$ cat config.mk
export PLATFORM = sky130hd
export DESIGN_NAME = icc_config_regs
export DESIGN_NICKNAME = d
export VERILOG_FILES = /design/src/icc_pkg.sv /design/src/icc_sensor_setup.sv /design/src/icc_config_regs.sv
export VERILOG_INCLUDE_DIRS = /design/src
export SDC_FILE = /design/constraint.sdc
export NUM_CORES = 1
export LEC_CHECK = 0
export ABC_AREA = 1
export BUFFER_PORTS_ARGS = -buffer_cell sky130_fd_sc_hd__clkbuf_2
export CORE_MARGIN = 1
export CORE_UTILIZATION = 45
export DETAILED_ROUTE_END_ITERATION = 8
export PLACE_DENSITY = 0.69
export SLEW_MARGIN = 20
export SYNTH_ARGS = -nofsm -noshare
export SYNTH_HDL_FRONTEND = slang
export SYNTH_SLANG_ARGS = --single-unit
$ cat constraint.sdc
create_clock -name ref_clk_i -period 2.5 [get_ports ref_clk_i]
set_input_delay 0.375 -clock ref_clk_i [delete_from_list [all_inputs] [get_ports ref_clk_i]]
set_output_delay 0.375 -clock ref_clk_i [all_outputs]
set_load 0.1 [all_outputs]
$ cat src/icc_defines.svh
`ifndef ICC_DEFINES_SVH
`define ICC_DEFINES_SVH

// ---------------------------------------------------------------
// register offsets
// ---------------------------------------------------------------
`define ICC_OFS_CH2_SENSOR_SETUP  8'h24
`define ICC_OFS_CH0_FAST_TRACK    8'h25
`define ICC_OFS_CH3_SENSOR_SETUP  8'h26
`define ICC_OFS_CH1_2_FAST_TRACK  8'h28
`define ICC_OFS_CH3_FAST_TRACK    8'h2b

// ---------------------------------------------------------------
// reset values
// ---------------------------------------------------------------
`define ICC_RST_SENSOR_SETUP      8'h04
`define ICC_RST_CH0_FAST_TRACK    8'hda
`define ICC_RST_CH1_2_FAST_TRACK  8'h50
`define ICC_RST_CH3_FAST_TRACK    8'h01
`define ICC_RDATA_UNMAPPED        8'h00

// ---------------------------------------------------------------
// field positions
// ---------------------------------------------------------------
`define ICC_SETUP_RES_BIT         7
`define ICC_SETUP_FREQ_MSB        6
`define ICC_SETUP_FREQ_LSB        5
`define ICC_SETUP_CYC_MSB         4
`define ICC_SETUP_CYC_LSB         0
`define ICC_FT0_LSB               1
`define ICC_FT1_LSB               4
`define ICC_FT2_LSB               6
`define ICC_FT3_LSB               0

`endif

$ cat src/icc_pkg.sv
package icc_pkg;

  typedef enum logic [1:0] {
    ICC_FREQ_1M_3M3   = 2'h0,
    ICC_FREQ_3M3_10M  = 2'h1,
    ICC_FREQ_10M_30M  = 2'h2,
    ICC_FREQ_RESERVED = 2'h3
  } icc_freq_range_t;

  typedef enum logic {
    ICC_RES_50_4K   = 1'h0,
    ICC_RES_800_10K = 1'h1
  } icc_res_range_t;

  typedef logic [1:0] icc_track_factor_t;

endpackage : icc_pkg

$ cat src/icc_sensor_setup.sv
`timescale 1ns/100ps
`include "icc_defines.svh"

module icc_sensor_setup (
  input  wire logic                     ref_clk_i,
  input  wire logic                     rstn_i,
  input  wire logic                     wr_en_i,
  input  wire logic [7:0]               wdata_i,
  output logic      [7:0]               setup_o,
  output icc_pkg::icc_res_range_t       resistance_range_o,
  output icc_pkg::icc_freq_range_t      frequency_range_o,
  output logic      [4:0]               cycle_count_o,
  output logic                          freq_reserved_o
);

  logic [7:0] setup_r;

  // ---------------------------------------------------------------
  // storage
  // ---------------------------------------------------------------
  always_ff @(posedge ref_clk_i) begin
    if (!rstn_i) begin
      setup_r <= `ICC_RST_SENSOR_SETUP;
    end else if (wr_en_i) begin
      setup_r <= wdata_i;
    end
  end

  // ---------------------------------------------------------------
  // field split
  // ---------------------------------------------------------------
  assign setup_o            = setup_r;
  assign resistance_range_o = icc_pkg::icc_res_range_t'(setup_r[`ICC_SETUP_RES_BIT]);
  assign frequency_range_o  = icc_pkg::icc_freq_range_t'(
                                setup_r[`ICC_SETUP_FREQ_MSB:`ICC_SETUP_FREQ_LSB]);
  assign cycle_count_o      = setup_r[`ICC_SETUP_CYC_MSB:`ICC_SETUP_CYC_LSB];
  // code 3 is stored as written; the flag lets the sensor front end hold off
  assign freq_reserved_o    = (frequency_range_o == icc_pkg::ICC_FREQ_RESERVED);

endmodule : icc_sensor_setup

$ cat src/icc_config_regs.sv
`timescale 1ns/100ps
`include "icc_defines.svh"

module icc_config_regs (
  input  wire logic                     ref_clk_i,
  input  wire logic                     rstn_i,
  input  wire logic [7:0]               reg_addr_i,
  input  wire logic                     reg_wr_i,
  input  wire logic [7:0]               reg_wdata_i,
  input  wire logic                     reg_rd_i,
  output logic      [7:0]               reg_rdata_o,
  output logic                          reg_rvalid_o,
  output icc_pkg::icc_res_range_t       ch2_resistance_range_o,
  output icc_pkg::icc_freq_range_t      ch2_frequency_range_o,
  output logic      [4:0]               ch2_cycle_count_o,
  output logic                          ch2_freq_reserved_o,
  output icc_pkg::icc_res_range_t       ch3_resistance_range_o,
  output icc_pkg::icc_freq_range_t      ch3_frequency_range_o,
  output logic      [4:0]               ch3_cycle_count_o,
  output logic                          ch3_freq_reserved_o,
  output icc_pkg::icc_track_factor_t    ch0_fast_track_factor_o,
  output icc_pkg::icc_track_factor_t    ch1_fast_track_factor_o,
  output icc_pkg::icc_track_factor_t    ch2_fast_track_factor_o,
  output icc_pkg::icc_track_factor_t    ch3_fast_track_factor_o
);

  logic [7:0] ch2_setup;
  logic [7:0] ch3_setup;
  logic [7:0] ch0_track_r;
  logic [7:0] ch1_2_track_r;
  logic [7:0] ch3_track_r;
  logic [7:0] rdata_nxt;
  logic [7:0] rdata_r;
  logic       rvalid_r;

  // ---------------------------------------------------------------
  // helpers
  // ---------------------------------------------------------------
  function automatic logic hit(input logic [7:0] addr, input logic [7:0] ofs);
    hit = (addr == ofs);
  endfunction : hit

  function automatic icc_pkg::icc_track_factor_t factor_at(input logic [7:0] val,
                                                           input int       lsb);
    factor_at = icc_pkg::icc_track_factor_t'(val >> lsb);
  endfunction : factor_at

  // ---------------------------------------------------------------
  // sensor setup registers
  // ---------------------------------------------------------------
  // one module for both channels keeps layout and encodings identical
  icc_sensor_setup u_ch2_setup (
    .ref_clk_i          (ref_clk_i),
    .rstn_i             (rstn_i),
    .wr_en_i            (reg_wr_i && hit(reg_addr_i, `ICC_OFS_CH2_SENSOR_SETUP)),
    .wdata_i            (reg_wdata_i),
    .setup_o            (ch2_setup),
    .resistance_range_o (ch2_resistance_range_o),
    .frequency_range_o  (ch2_frequency_range_o),
    .cycle_count_o      (ch2_cycle_count_o),
    .freq_reserved_o    (ch2_freq_reserved_o)
  );

  icc_sensor_setup u_ch3_setup (
    .ref_clk_i          (ref_clk_i),
    .rstn_i             (rstn_i),
    .wr_en_i            (reg_wr_i && hit(reg_addr_i, `ICC_OFS_CH3_SENSOR_SETUP)),
    .wdata_i            (reg_wdata_i),
    .setup_o            (ch3_setup),
    .resistance_range_o (ch3_resistance_range_o),
    .frequency_range_o  (ch3_frequency_range_o),
    .cycle_count_o      (ch3_cycle_count_o),
    .freq_reserved_o    (ch3_freq_reserved_o)
  );

  // ---------------------------------------------------------------
  // fast tracking registers
  // ---------------------------------------------------------------
  // reserved bits are plain storage; the host is expected to preserve them
  always_ff @(posedge ref_clk_i) begin
    if (!rstn_i) begin
      ch0_track_r <= `ICC_RST_CH0_FAST_TRACK;
    end else if (reg_wr_i && hit(reg_addr_i, `ICC_OFS_CH0_FAST_TRACK)) begin
      ch0_track_r <= reg_wdata_i;
    end
  end

  always_ff @(posedge ref_clk_i) begin
    if (!rstn_i) begin
      ch1_2_track_r <= `ICC_RST_CH1_2_FAST_TRACK;
    end else if (reg_wr_i && hit(reg_addr_i, `ICC_OFS_CH1_2_FAST_TRACK)) begin
      ch1_2_track_r <= reg_wdata_i;
    end
  end

  always_ff @(posedge ref_clk_i) begin
    if (!rstn_i) begin
      ch3_track_r <= `ICC_RST_CH3_FAST_TRACK;
    end else if (reg_wr_i && hit(reg_addr_i, `ICC_OFS_CH3_FAST_TRACK)) begin
      ch3_track_r <= reg_wdata_i;
    end
  end

  assign ch0_fast_track_factor_o = factor_at(ch0_track_r, `ICC_FT0_LSB);
  assign ch1_fast_track_factor_o = factor_at(ch1_2_track_r, `ICC_FT1_LSB);
  assign ch2_fast_track_factor_o = factor_at(ch1_2_track_r, `ICC_FT2_LSB);
  assign ch3_fast_track_factor_o = factor_at(ch3_track_r, `ICC_FT3_LSB);

  // ---------------------------------------------------------------
  // read path
  // ---------------------------------------------------------------
  always_comb begin
    case (reg_addr_i)
      `ICC_OFS_CH2_SENSOR_SETUP: rdata_nxt = ch2_setup;
      `ICC_OFS_CH0_FAST_TRACK:   rdata_nxt = ch0_track_r;
      `ICC_OFS_CH3_SENSOR_SETUP: rdata_nxt = ch3_setup;
      `ICC_OFS_CH1_2_FAST_TRACK: rdata_nxt = ch1_2_track_r;
      `ICC_OFS_CH3_FAST_TRACK:   rdata_nxt = ch3_track_r;
      default:                   rdata_nxt = `ICC_RDATA_UNMAPPED;
    endcase
  end

  // read data is held until the next read so the serial side can shift it out
  always_ff @(posedge ref_clk_i) begin
    if (!rstn_i) begin
      rdata_r <= `ICC_RDATA_UNMAPPED;
    end else if (reg_rd_i) begin
      rdata_r <= rdata_nxt;
    end
  end

  always_ff @(posedge ref_clk_i) begin
    if (!rstn_i) begin
      rvalid_r <= 1'b0;
    end else begin
      rvalid_r <= reg_rd_i;
    end
  end

  assign reg_rdata_o  = rdata_r;
  assign reg_rvalid_o = rvalid_r;

endmodule : icc_config_regs

# [Yosys cells after proc, flatten, opt, wreduce, memory -nomap -nowiden]
# Index checks and enable logic that the tools add are counted.
[totals] register_bits=49 inputBits=20
[op_classes] n_eq_ne=7 n_mux=1 reduce_logical=5
[ops] op="$eq 8x6->1 const B" count=5
[ops] op="$pmux 8 s5" count=1
[ops] op="$logic_and 1x1->1" count=5
[ops] op="$eq 2x2->1 const B" count=2

# [Logic depth before layout (Yosys ltp)]
# Gate-level depths: netlist of run 1.
[depth] ltp_word=2 depth_mapped=8 depth_no_buf=7

# [Hierarchy]
# From an unflattened synthesis of run 1, not the netlist that was laid out.
[hier_totals] hier_cells=373 hier_area_um2=2573.7
[modules_own_cells] mod="icc_config_regs" instances=1 cells_each=253 area_each_um2=1757.9 seq_area_each_um2=660.6
[modules_own_cells] mod="icc_sensor_setup" instances=2 cells_each=60 area_each_um2=407.9 seq_area_each_um2=160.2

# [Least setup slack after synthesis of run 1]
# No wires, ideal clock.
[synth_path] path_type="reg-to-output" startpoint="register u_ch2_setup.setup_r[6], in the netlist u_ch2_setup.setup_o[6]" endpoint="output port ch2_freq_reserved_o" t_arrival_ps=1699 required_time_ps=2125 slack_ps=426 path_stages_with_launch=3 n_path_buf=0 path_cell_list="dfxtp_1 -> nand2_1 -> inv_1"
[synth_via] elab_chain_len=1
[synth_lines] element="start: declaration" line="icc_sensor_setup.sv:16" text="logic [7:0] setup_r;"
[synth_lines] element="start signal: assignment" line="icc_sensor_setup.sv:23" text="setup_r <= `ICC_RST_SENSOR_SETUP;"
[synth_lines] element="start signal: assignment" line="icc_sensor_setup.sv:25" text="setup_r <= wdata_i;"
[synth_lines] element="$eq 2x2->1" line="icc_sensor_setup.sv:38" text="assign freq_reserved_o = (frequency_range_o == icc_pkg::ICC_FREQ_RESERVED);"
[synth_lines] element="end: declaration" line="icc_config_regs.sv:16" text="output logic ch2_freq_reserved_o,"
# Every way passes these cells.

# [Final worst setup path of run 1]
[layout_path] startpoint="register u_ch3_setup.setup_r[6], in the netlist u_ch3_setup.setup_o[6]" endpoint="output port ch3_freq_reserved_o"
[layout_via] elab_chain_len=1
[layout_lines] element="start: declaration" line="icc_sensor_setup.sv:16"
[layout_lines] element="start signal: assignment" line="icc_sensor_setup.sv:23"
[layout_lines] element="start signal: assignment" line="icc_sensor_setup.sv:25"
[layout_lines] element="$eq 2x2->1" line="icc_sensor_setup.sv:38"
[layout_lines] element="end: declaration" line="icc_config_regs.sv:20" text="output logic ch3_freq_reserved_o,"
# Every way passes these cells.

==> results of run 1 <==
-- worst min-delay path by stage --
stage | endpoint | depth (start not counted)
2_1_floorplan | ch0_track_r[3] | 2
3_3_place_gp | ch3_track_r[6] | 2
3_5_place_dp | ch0_track_r[7] | 2
4_1_cts | ch0_track_r[3] | 3
5_1_grt | ch0_track_r[3] | 3
6_report | ch0_track_r[3] | 3
-- synthesized netlist by cell type, drive strengths merged --
cell and n:
nand3 55, nand2 115, clkinv 5, dfxtp 49, a21oi 38, buf 13
inv 19, clkbuf 7, nor2 14, o21ai 8
-- cells in the final DEF (no fill, tap or decap) --
| cell | instances |
|---|---|
| sky130_fd_sc_hd__nand2_1 | 111 |
| sky130_fd_sc_hd__clkbuf_2 | 54 |
| sky130_fd_sc_hd__nand3_1 | 50 |
| sky130_fd_sc_hd__dfxtp_1 | 49 |
| sky130_fd_sc_hd__a21oi_1 | 38 |
| sky130_fd_sc_hd__inv_1 | 18 |
| sky130_fd_sc_hd__nor2_1 | 8 |
| sky130_fd_sc_hd__o21ai_0 | 8 |
| sky130_fd_sc_hd__clkbuf_8 | 7 |
| sky130_fd_sc_hd__nor2_4 | 5 |
| sky130_fd_sc_hd__nand3_4 | 5 |
| sky130_fd_sc_hd__clkinv_4 | 5 |
| sky130_fd_sc_hd__nand2_2 | 4 |
| sky130_fd_sc_hd__buf_4 | 3 |
| sky130_fd_sc_hd__nor2_8 | 1 |
| sky130_fd_sc_hd__inv_2 | 1 |
| sky130_fd_sc_hd__clkinv_2 | 1 |
-- through the flow --
stage	total power, mW	area [um2]	cells	setup slack (ns)
6_report	1.46	2690	435	0.861
5_1_grt	1.52	2690	435	0.779
4_1_cts	1.47	2690	435	0.859
3_5_place_dp	0.969	2590	427	0.797
3_3_place_gp	0.968	2590	427	0.845
2_1_floorplan	0.926	2360	323	0.426
-- flip-flops by register name (all words and copies together), names as in the netlist --
name / cells
ch0_track_r: 8
ch1_2_track_r: 8
ch3_track_r: 8
reg_rdata_o: 8
u_ch2_setup.setup_o: 8
u_ch3_setup.setup_o: 8
reg_rvalid_o: 1
-- kinds of logic (layout without fill, tap and decap cells) --
kind of cell,after synthesis,after routing,synth area share (%)
AO/OA/AOI/OAI,46,46,9.77
flip-flops,49,49,41.6
buffers and inverters,44,89,11.0
AND/OR/NAND/NOR,184,184,37.6
-- area by class of cell --
cell class,count,area share [%]
well taps,67,3.12
multi-input cells,230,41.5
flip-flops and latches,49,36.5
clock buffers,7,3.58
repair buffers,57,10.9
clock inverters,1,0.186
inverters,24,4.28
-- per-layer routing --
| layer | share of wire, % | track usage, % | up-vias |
|---|---|---|---|
| met5 | 0 | 0 | - |
| met4 | 1.8 | 7.55 | 0 |
| met3 | 5.3 | 5.28 | 11 |
| met2 | 47 | 38.6 | 75 |
| met1 | 46 | 32.4 | 1042 |
| li1 | - | - | 1130 |
-- power groups by stage --
stage                     clock (mW)  combinational [mW]  sequential (mW)
after floorplan                    0              0.0628            0.863
after global placement             0               0.158            0.810
after detailed placement           0               0.159            0.810
after CTS                      0.518               0.159            0.792
after global routing           0.553               0.171            0.793
final                          0.512               0.158            0.792
-- tightest hold or removal path, delay by kind of cell --
| family | cells | cell delay [ns] |
|---|---|---|
| buffers and inverters | 1 | 0.14 |
| and+or+nand+nor | 2 | 0.11 |
==> results.py, run 1 <==
metrics = {
    "sta": {
        "rsz0062_at_grt": "no",
        "fin_hold_ws_ns": 0.360,
        "max_slew_margin_pct": 63.6,
        "final.setup.tns_ns": 0,
        "worst_pin_slew_ns": 0.549,
        "timing.final.setup_violations": 0,
        "finalCritPeriodShare_pct": 65.6,
        "timing_hold_violations_final": 0,
        "timing.final.crit_period_ns": 1.64,
        "max_clock_freq_mhz": 610,
        "timing.final.max_slew_violations": 0,
        "fin_worst_skew_ns": 0.00742,
    },
    "place": {
        "finalWeightedCongestion": 0.795,
        "detailedPlacementHpwl_um": 4340,
        "port-buffer-count": 54,
    },
    "critical_path": {
        "cp_data_arrival_time_ns": 1.26,
        "worst-setup-path-type": "register to output port",
        "reg2reg_depth": 4,
        "regToRegEndpoint": "reg_rdata_o[4]",
        "worstPathCellList": "nand2_1 > inv_1 > clkbuf_2",
        "cp_num_buf_inv": 2,
        "worstSetupEndpointType": "output port",
        "timing.reg2reg.setup_slack_ns": 1.64,
        "worst_path_largest_cell_delay_ns": 0.44,
        "timing.critical_path.depth": 3,
        "crit_path_max_fanout": 4,
        "crit_start": "u_ch3_setup.setup_o[6]",
        "rr_startpoint": "ch1_2_track_r[4]",
        "family_with_the_most_delay_on_the_worst_path": "buffers and inverters",
        "capturing_instance_or_port_of_the_critical_path": "ch3_freq_reserved_o",
        "crit_required_ns": 2.12,
        "cp_slowest_cell": "sky130_fd_sc_hd__clkbuf_2",
        "critPathLaunchType": "register",
    },
    "floorplan": {
        "horiz_die_dim_um": 74.4,
        "area_enclosed_by_the_die_boundary_um2": 5530,
        "std_cell_rows": 25,
        "die_y_um": 74.4,
        "io-pin-count": 55,
        "placeableCoreArea_um2": 4880,
        "initial_utilization_pct": 48.3,
    },
    "grt": {
        "gr-usage-all-layers_pct": 24.0,
        "antenna_violations_before_repair": 0,
        "via_count_of_the_first_global_routing_pass": 2110,
        "grt_remaining_overflow": 0,
        "largest_net_degree_at_the_start_of_global_routing": 21,
        "grt_first_pass_wirelength_um": 9980,
    },
    "flow_run": {
        "max_cap_violations": 0,
    },
    "route": {
        "antenna_left": 0,
        "post_drt_via_cell_ratio": 5.19,
        "post-route-drc-count": 0,
        "first_pass_iters": 4,
        "wl_um": 5970,
        "detailedRoute.firstIterationViolations": 130,
        "via_count": 2258,
        "wl_per_cell_um": 13.7,
    },
    "clock_network": {
        "clk_transition_reported_paths_ns": 0.08,
        "cts-hold-fix-buffers": 0,
        "numCtsBuffers": 5,
        "ctsResizeCount": 0,
        "worst_skew_pair.late_latency_ns": 0.30,
        "post-cts-setup-buffer-count": 0,
        "cts-root-to-sink-buffers": 2,
        "cts.htree.levels": 2,
        "ctsRootBufferMaster": "sky130_fd_sc_hd__clkbuf_8",
        "clock_sink_count": 49,
        "cts_tree": "yes",
    },
    "pwr": {
        "total_leakage_power_nw": 1.22,
        "share_seq_of_total_power_pct": 54.2,
        "clock_power_share_pct": 35.0,
        "p_int_mw": 1.07,
        "vdd_ir_drop_max_mv": 0.248,
        "comb_power_share_pct": 10.8,
        "proportion_of_total_power_due_to_net_switching_pct": 26.8,
        "pwr_density_cell_nw_per_um2": 543,
        "total_switching_power_uw": 392,
    },
    "synthesis": {
        "syn_warnings": 0,
        "synthesis.nets": 343,
        "synthCells": 323,
        "synth.yosys.seq_area_share_pct": 41.6,
        "yosys_register_bits": 49,
        "synth_unique_cells": 18,
        "syn-cell-area_um2": 2360,
        "synth_top_cells_by_area": "sky130_fd_sc_hd__dfxtp_1 (42%), sky130_fd_sc_hd__nand2_1 (18%), sky130_fd_sc_hd__nand3_1 (11%)",
        "syn-mean-instance-area_um2": 7.29,
        "synth_top_area_share_pct": 41.6,
        "synth_top_cell_by_area": "sky130_fd_sc_hd__dfxtp_1",
    },
    "min_path": {
        "worst_hold_path_type": "input pin to register",
        "hold_path.startpoint": "reg_wdata_i[3]",
    },
    "final_layout": {
        "ant_diodes": 0,
        "multi_input_comb_area_um2": 1120,
        "n_fill_cell": 498,
        "layout-drive-gt1-share_pct": 23.4,
        "final_nets": 387,
        "postLayoutCoreUtil_pct": 55.1,
        "register_cell_area_after_layout_um2": 981,
        "syn2layout_area_growth_pct": 14.2,
    },
    "status": {
        "status": "complete, no violations",
    },
}
Note: power is estimated with default switching activity, not from simulation.
==> inputs of run 2 (changes only) <==
PLACE_DENSITY = 0.71   (was 0.69)
clock period = 1.4 ns   (was 2.5 ns; I/O delays follow)
==> run 2 against run 1 <==
  * Design area grew 6.3%
  * Non-clock buffer count grew 5
  * Clock-buffer cell count grew 1
  * Critical path type unchanged
  * Critical endpoint is now reg_rdata_o[7]
==> results.py, run 2 (synthesized netlist as in run 1, its figures left out) <==
metrics = {
    "status": {
        "status": "complete, no violations",
    },
    "pwr": {
        "p_int_mw": 1.87,
        "proportion_of_total_power_due_to_net_switching_pct": 26.8,
        "total_switching_power_uw": 687,
        "total_leakage_power_nw": 1.25,
        "clock_power_share_pct": 33.5,
        "share_seq_of_total_power_pct": 54.9,
        "pwr_density_cell_nw_per_um2": 895,
        "vdd_ir_drop_max_mv": 0.553,
        "comb_power_share_pct": 11.6,
    },
    "floorplan": {
        "die_y_um": 74.4,
        "horiz_die_dim_um": 74.4,
        "io-pin-count": 55,
        "placeableCoreArea_um2": 4880,
        "initial_utilization_pct": 48.3,
        "std_cell_rows": 25,
        "area_enclosed_by_the_die_boundary_um2": 5530,
    },
    "place": {
        "detailedPlacementHpwl_um": 4250,
        "port-buffer-count": 54,
        "finalWeightedCongestion": 0.829,
        "post-place-cells": 432,
        "placedInstanceArea_um2": 2770,
    },
    "final_layout": {
        "n_fill_cell": 490,
        "mostFrequentLayoutCells": "sky130_fd_sc_hd__nand2_1 (111), sky130_fd_sc_hd__nand3_1 (50), sky130_fd_sc_hd__dfxtp_1 (45), sky130_fd_sc_hd__a21oi_1 (38), sky130_fd_sc_hd__buf_4 (38)",
        "post-route-cell-area_um2": 2860,
        "final_common_cell": "sky130_fd_sc_hd__nand2_1",
        "ant_diodes": 0,
        "final_cell_count_without_fillers": 440,
        "layout-drive-gt1-share_pct": 25.5,
        "final_nets": 392,
        "syn2layout_area_growth_pct": 21.3,
    },
    "critical_path": {
        "worstSetupEndpointType": "output port",
        "family_with_the_most_delay_on_the_worst_path": "buffers and inverters",
        "crit_required_ns": 1.19,
        "cp_data_arrival_time_ns": 1.08,
        "cp_slowest_cell": "sky130_fd_sc_hd__clkbuf_2",
        "worst_path_largest_cell_delay_ns": 0.45,
        "critPathLaunchType": "register",
        "worstPathCellList": "clkbuf_2",
        "worst-setup-path-type": "register to output port",
        "cp_num_buf_inv": 1,
        "crit_path_max_fanout": 2,
    },
    "route": {
        "first_pass_iters": 5,
        "post-route-drc-count": 0,
        "wl_per_cell_um": 13.0,
        "antenna_left": 0,
        "detailedRoute.firstIterationViolations": 151,
        "wl_um": 5730,
        "post_drt_via_cell_ratio": 5.06,
        "via_count": 2228,
    },
    "clock_network": {
        "worst_skew_pair.late_latency_ns": 0.30,
        "cts_tree": "yes",
        "clock_sink_count": 49,
        "cts-root-to-sink-buffers": 2,
        "clk_transition_reported_paths_ns": 0.09,
        "numCtsBuffers": 5,
        "cts-hold-fix-buffers": 0,
        "post-cts-setup-buffer-count": 0,
        "ctsRootBufferMaster": "sky130_fd_sc_hd__clkbuf_8",
        "ctsResizeCount": 0,
        "cts.htree.levels": 2,
    },
    "sta": {
        "max_slew_margin_pct": 64.2,
        "timing.final.setup_violations": 0,
        "timing_hold_violations_final": 0,
        "fin_worst_skew_ns": 0.00639,
        "timing.final.max_slew_violations": 0,
        "max_clock_freq_mhz": 773,
        "final.setup.tns_ns": 0,
        "timing.final.crit_period_ns": 1.29,
        "finalCritPeriodShare_pct": 92.5,
        "rsz0062_at_grt": "no",
        "worst_pin_slew_ns": 0.539,
    },
    "grt": {
        "via_count_of_the_first_global_routing_pass": 1979,
        "gr-usage-all-layers_pct": 22.8,
        "largest_net_degree_at_the_start_of_global_routing": 35,
        "antenna_violations_before_repair": 0,
        "grt_first_pass_wirelength_um": 9480,
        "grt_remaining_overflow": 0,
    },
    "flow_run": {
        "max_cap_violations": 0,
    },
    "min_path": {
        "worst_hold_path_type": "input pin to register",
    },
}
[run 2: cell count changes in the layout (fill, tap and decap cells not counted), sizes merged]
| cell | previous run | this run |
|---|---|---|
| buf | 3 | 41 |
| clkbuf | 61 | 29 |
| clkinvlp | 0 | 2 |
| inv | 19 | 17 |
| clkinv | 6 | 5 |
[run 2: path summary, 6_finish.rpt]
kind | start | end | slack (ns) | cells past startpoint
setup / recovery | reg_rdata_o[7] | reg_rdata_o[7] | 0.11 | 1
hold reg to reg | ch1_2_track_r[2] | ch1_2_track_r[2] | 0.47 | 2
setup reg to reg | ch1_2_track_r[6] | reg_rdata_o[6] | 0.56 | 4
hold / removal | reg_wdata_i[5] | u_ch3_setup.setup_o[5] | 0.20 | 3
[run 2: final cells by class]
type	count	area, um2	share of cell area (%)
well taps	67	83.8	2.93
multi-input cells	230	1120	39.0
clock buffers	8	90.1	3.15
inverters	24	123	4.29
repair buffers	62	450	15.8
flip-flops and latches	49	996	34.8
[run 2: power by group through the flow]
stage / Clock [mW] / Sequential [mW] / Combinational, mW
finish: 0.857 / 1.41 / 0.296
global route: 0.935 / 1.41 / 0.318
global placement: 0 / 1.44 / 0.295
floorplan: 0 / 1.53 / 0.112
CTS: 0.871 / 1.41 / 0.297
detailed placement: 0 / 1.44 / 0.297
[run 2: layer usage]
metal	track usage, %	part of all wire [%]	routed length (um)
met1	29.8	44	2540
met4	9.22	2.3	129
met3	3.66	6.2	356
met5	0	0	0
met2	37.6	47	2700
[run 2: worst register-to-register path, stage by stage (launching register included)]
cell and delay (ns):
sky130_fd_sc_hd__dfxtp_1 0.34, sky130_fd_sc_hd__nand3_1 0.09, sky130_fd_sc_hd__nand2_1 0.05, sky130_fd_sc_hd__nor2_1 0.16
sky130_fd_sc_hd__a21oi_1 0.08
[run 2: through the flow]
| stage | total power, mW | hold WS [ns] | setup WS (ns) | util (%) |
|---|---|---|---|---|
| after detailed placement | 1.74 | 0.457 | 0.0737 | 56.7 |
| after global routing | 2.66 | 0.210 | 0.0711 | 58.6 |
| after floorplan | 1.65 | 0.323 | 0.0172 | - |
| final | 2.56 | 0.199 | 0.106 | 58.6 |
| after CTS | 2.57 | 0.195 | 0.0981 | 58.6 |
| after global placement | 1.73 | 0.454 | 0.0979 | 56.7 |
==> inputs of run 3 (changes only) <==
CELL_PAD_IN_SITES_DETAIL_PLACEMENT = 0   (was not set)
CELL_PAD_IN_SITES_GLOBAL_PLACEMENT = 2   (was not set)
CORE_UTILIZATION = 26   (was 45)
PLACE_DENSITY = not set   (was 0.71)
PLACE_DENSITY_LB_ADDON = 0.1   (was not set)
==> run 3 against run 2 <==
  * Via count is 0.13% higher
  * Design area grew 6.5%
  * Core utilization decreased by 24 points
  * Global-route usage down 5.6 points
  * Non-clock buffer count grew 2
  * First-iteration DRC count fell by 47%
  * Cell count up 9.8%
  * Clock skew rose by 0.0052 ns
  * Clock power increased by 21%
  * Hold slack improved by 0.0063 ns
  * Critical path type unchanged
  * Largest power group unchanged
==> results.py, run 3 (synthesized netlist as in run 1, its figures left out) <==
metrics = {
    "route": {
        "antenna_left": 0,
        "post-route-drc-count": 0,
        "via_count": 2231,
        "wl_um": 7710,
        "detailedRoute.firstIterationViolations": 80,
        "post_drt_via_cell_ratio": 4.62,
        "first_pass_iters": 4,
        "wl_per_cell_um": 16.0,
    },
    "final_layout": {
        "postLayoutCoreUtil_pct": 34.8,
        "layout-drive-gt1-share_pct": 26.1,
        "syn2layout_area_growth_pct": 29.3,
        "mostFrequentLayoutCells": "sky130_fd_sc_hd__nand2_1 (111), sky130_fd_sc_hd__nand3_1 (50), sky130_fd_sc_hd__dfxtp_1 (45), sky130_fd_sc_hd__a21oi_1 (38), sky130_fd_sc_hd__buf_4 (33)",
        "ant_diodes": 0,
        "final_common_cell": "sky130_fd_sc_hd__nand2_1",
        "final_nets": 394,
        "final_cell_count_without_fillers": 483,
        "n_fill_cell": 954,
        "post-route-cell-area_um2": 3050,
    },
    "clock_network": {
        "cts_tree": "yes",
        "ctsRootBufferMaster": "sky130_fd_sc_hd__clkbuf_8",
        "clk_transition_reported_paths_ns": 0.10,
        "cts.htree.levels": 2,
        "cts-hold-fix-buffers": 0,
        "numCtsBuffers": 5,
        "worst_skew_pair.late_latency_ns": 0.31,
        "clock_sink_count": 49,
        "ctsResizeCount": 0,
        "cts-root-to-sink-buffers": 2,
        "post-cts-setup-buffer-count": 0,
    },
    "critical_path": {
        "critPathLaunchType": "register",
        "crit_required_ns": 1.19,
        "cp_slowest_cell": "sky130_fd_sc_hd__dfxtp_1",
        "timing.reg2reg.setup_slack_ns": 0.44,
        "crit_path_max_fanout": 3,
        "cp_data_arrival_time_ns": 1.07,
        "worst-setup-path-type": "register to output port",
        "timing.critical_path.depth": 1,
        "worstPathCellList": "buf_4",
        "cp_num_buf_inv": 1,
        "worst_path_largest_cell_delay_ns": 0.43,
        "worstSetupEndpointType": "output port",
        "family_with_the_most_delay_on_the_worst_path": "flip-flops",
        "reg2reg_depth": 4,
    },
    "sta": {
        "rsz0062_at_grt": "no",
        "timing.final.crit_period_ns": 1.28,
        "fin_worst_skew_ns": 0.0116,
        "timing_hold_violations_final": 0,
        "timing.final.max_slew_violations": 0,
        "fin_hold_ws_ns": 0.206,
        "timing.final.setup_violations": 0,
        "worst_pin_slew_ns": 0.538,
        "final.setup.tns_ns": 0,
        "max_slew_margin_pct": 64.3,
        "max_clock_freq_mhz": 781,
        "finalCritPeriodShare_pct": 91.5,
        "worst_slack_ns": 0.119,
    },
    "status": {
        "status": "complete, no violations",
    },
    "grt": {
        "largest_net_degree_at_the_start_of_global_routing": 25,
        "via_count_of_the_first_global_routing_pass": 2170,
        "grt_remaining_overflow": 0,
        "grt_first_pass_wirelength_um": 12500,
        "gr-usage-all-layers_pct": 17.2,
        "antenna_violations_before_repair": 0,
    },
    "pwr": {
        "post-layout-total-power_mw": 2.78,
        "total_leakage_power_nw": 1.31,
        "vdd_ir_drop_max_mv": 0.372,
        "pwr_density_cell_nw_per_um2": 913,
    },
    "place": {
        "port-buffer-count": 54,
        "placedInstanceArea_um2": 2940,
        "detailedPlacementHpwl_um": 5700,
        "post-place-cells": 475,
        "finalWeightedCongestion": 0.799,
        "worst_setup_slack_before_clock_tree_synthesis_ns": -0.0163,
    },
    "floorplan": {
        "io-pin-count": 55,
        "placeableCoreArea_um2": 8760,
        "horiz_die_dim_um": 97.2,
        "initial_utilization_pct": 26.9,
        "area_enclosed_by_the_die_boundary_um2": 9450,
        "std_cell_rows": 34,
        "die_y_um": 97.2,
    },
    "min_path": {
        "whs_path_depth": 2,
        "worst_hold_path_type": "input pin to register",
    },
    "flow_run": {
        "max_cap_violations": 0,
    },
}
run 3: area by class of cell:
type | count | area [um2] | share of cell area, %
multi-input cells | 230 | 1120 | 36.6
flip-flops and latches | 49 | 996 | 32.7
repair buffers | 64 | 568 | 18.7
well taps | 108 | 135 | 4.44
inverters | 24 | 123 | 4.03
clock buffers | 6 | 72.6 | 2.38
clock inverters | 2 | 35.0 | 1.15
run 3: worst reg2reg max path, cell delays in order (launching register included):
cell                      delay, ns
sky130_fd_sc_hd__dfxtp_1       0.37
sky130_fd_sc_hd__nand3_1       0.11
sky130_fd_sc_hd__nand2_1       0.06
sky130_fd_sc_hd__nor2_1        0.22
sky130_fd_sc_hd__a21oi_1       0.09
run 3: report_power, final:
group          total [mW]  internal, mW  switching (mW)
clock                1.04         0.532           0.510
sequential           1.41          1.40         0.00739
combinational       0.330        0.0849           0.245
total                2.78          2.02           0.763
run 3: per-layer routing:
layer	GRT usage, %	share of wire, %	vias up
met2	25.6	43	62
met4	5.40	1.7	0
met5	0	0	-
li1	-	-	1142
met1	25.1	50	1015
met3	2.95	4.6	12
run 3: final timing paths:
kind,to,start
worst max-delay path,ch0_fast_track_factor_o[0],ch0_track_r[1]
worst min-delay path,u_ch2_setup.setup_o[2],rstn_i
worst max register to register,reg_rdata_o[4],ch1_2_track_r[4]
worst min register to register,ch1_2_track_r[3],ch1_2_track_r[3]
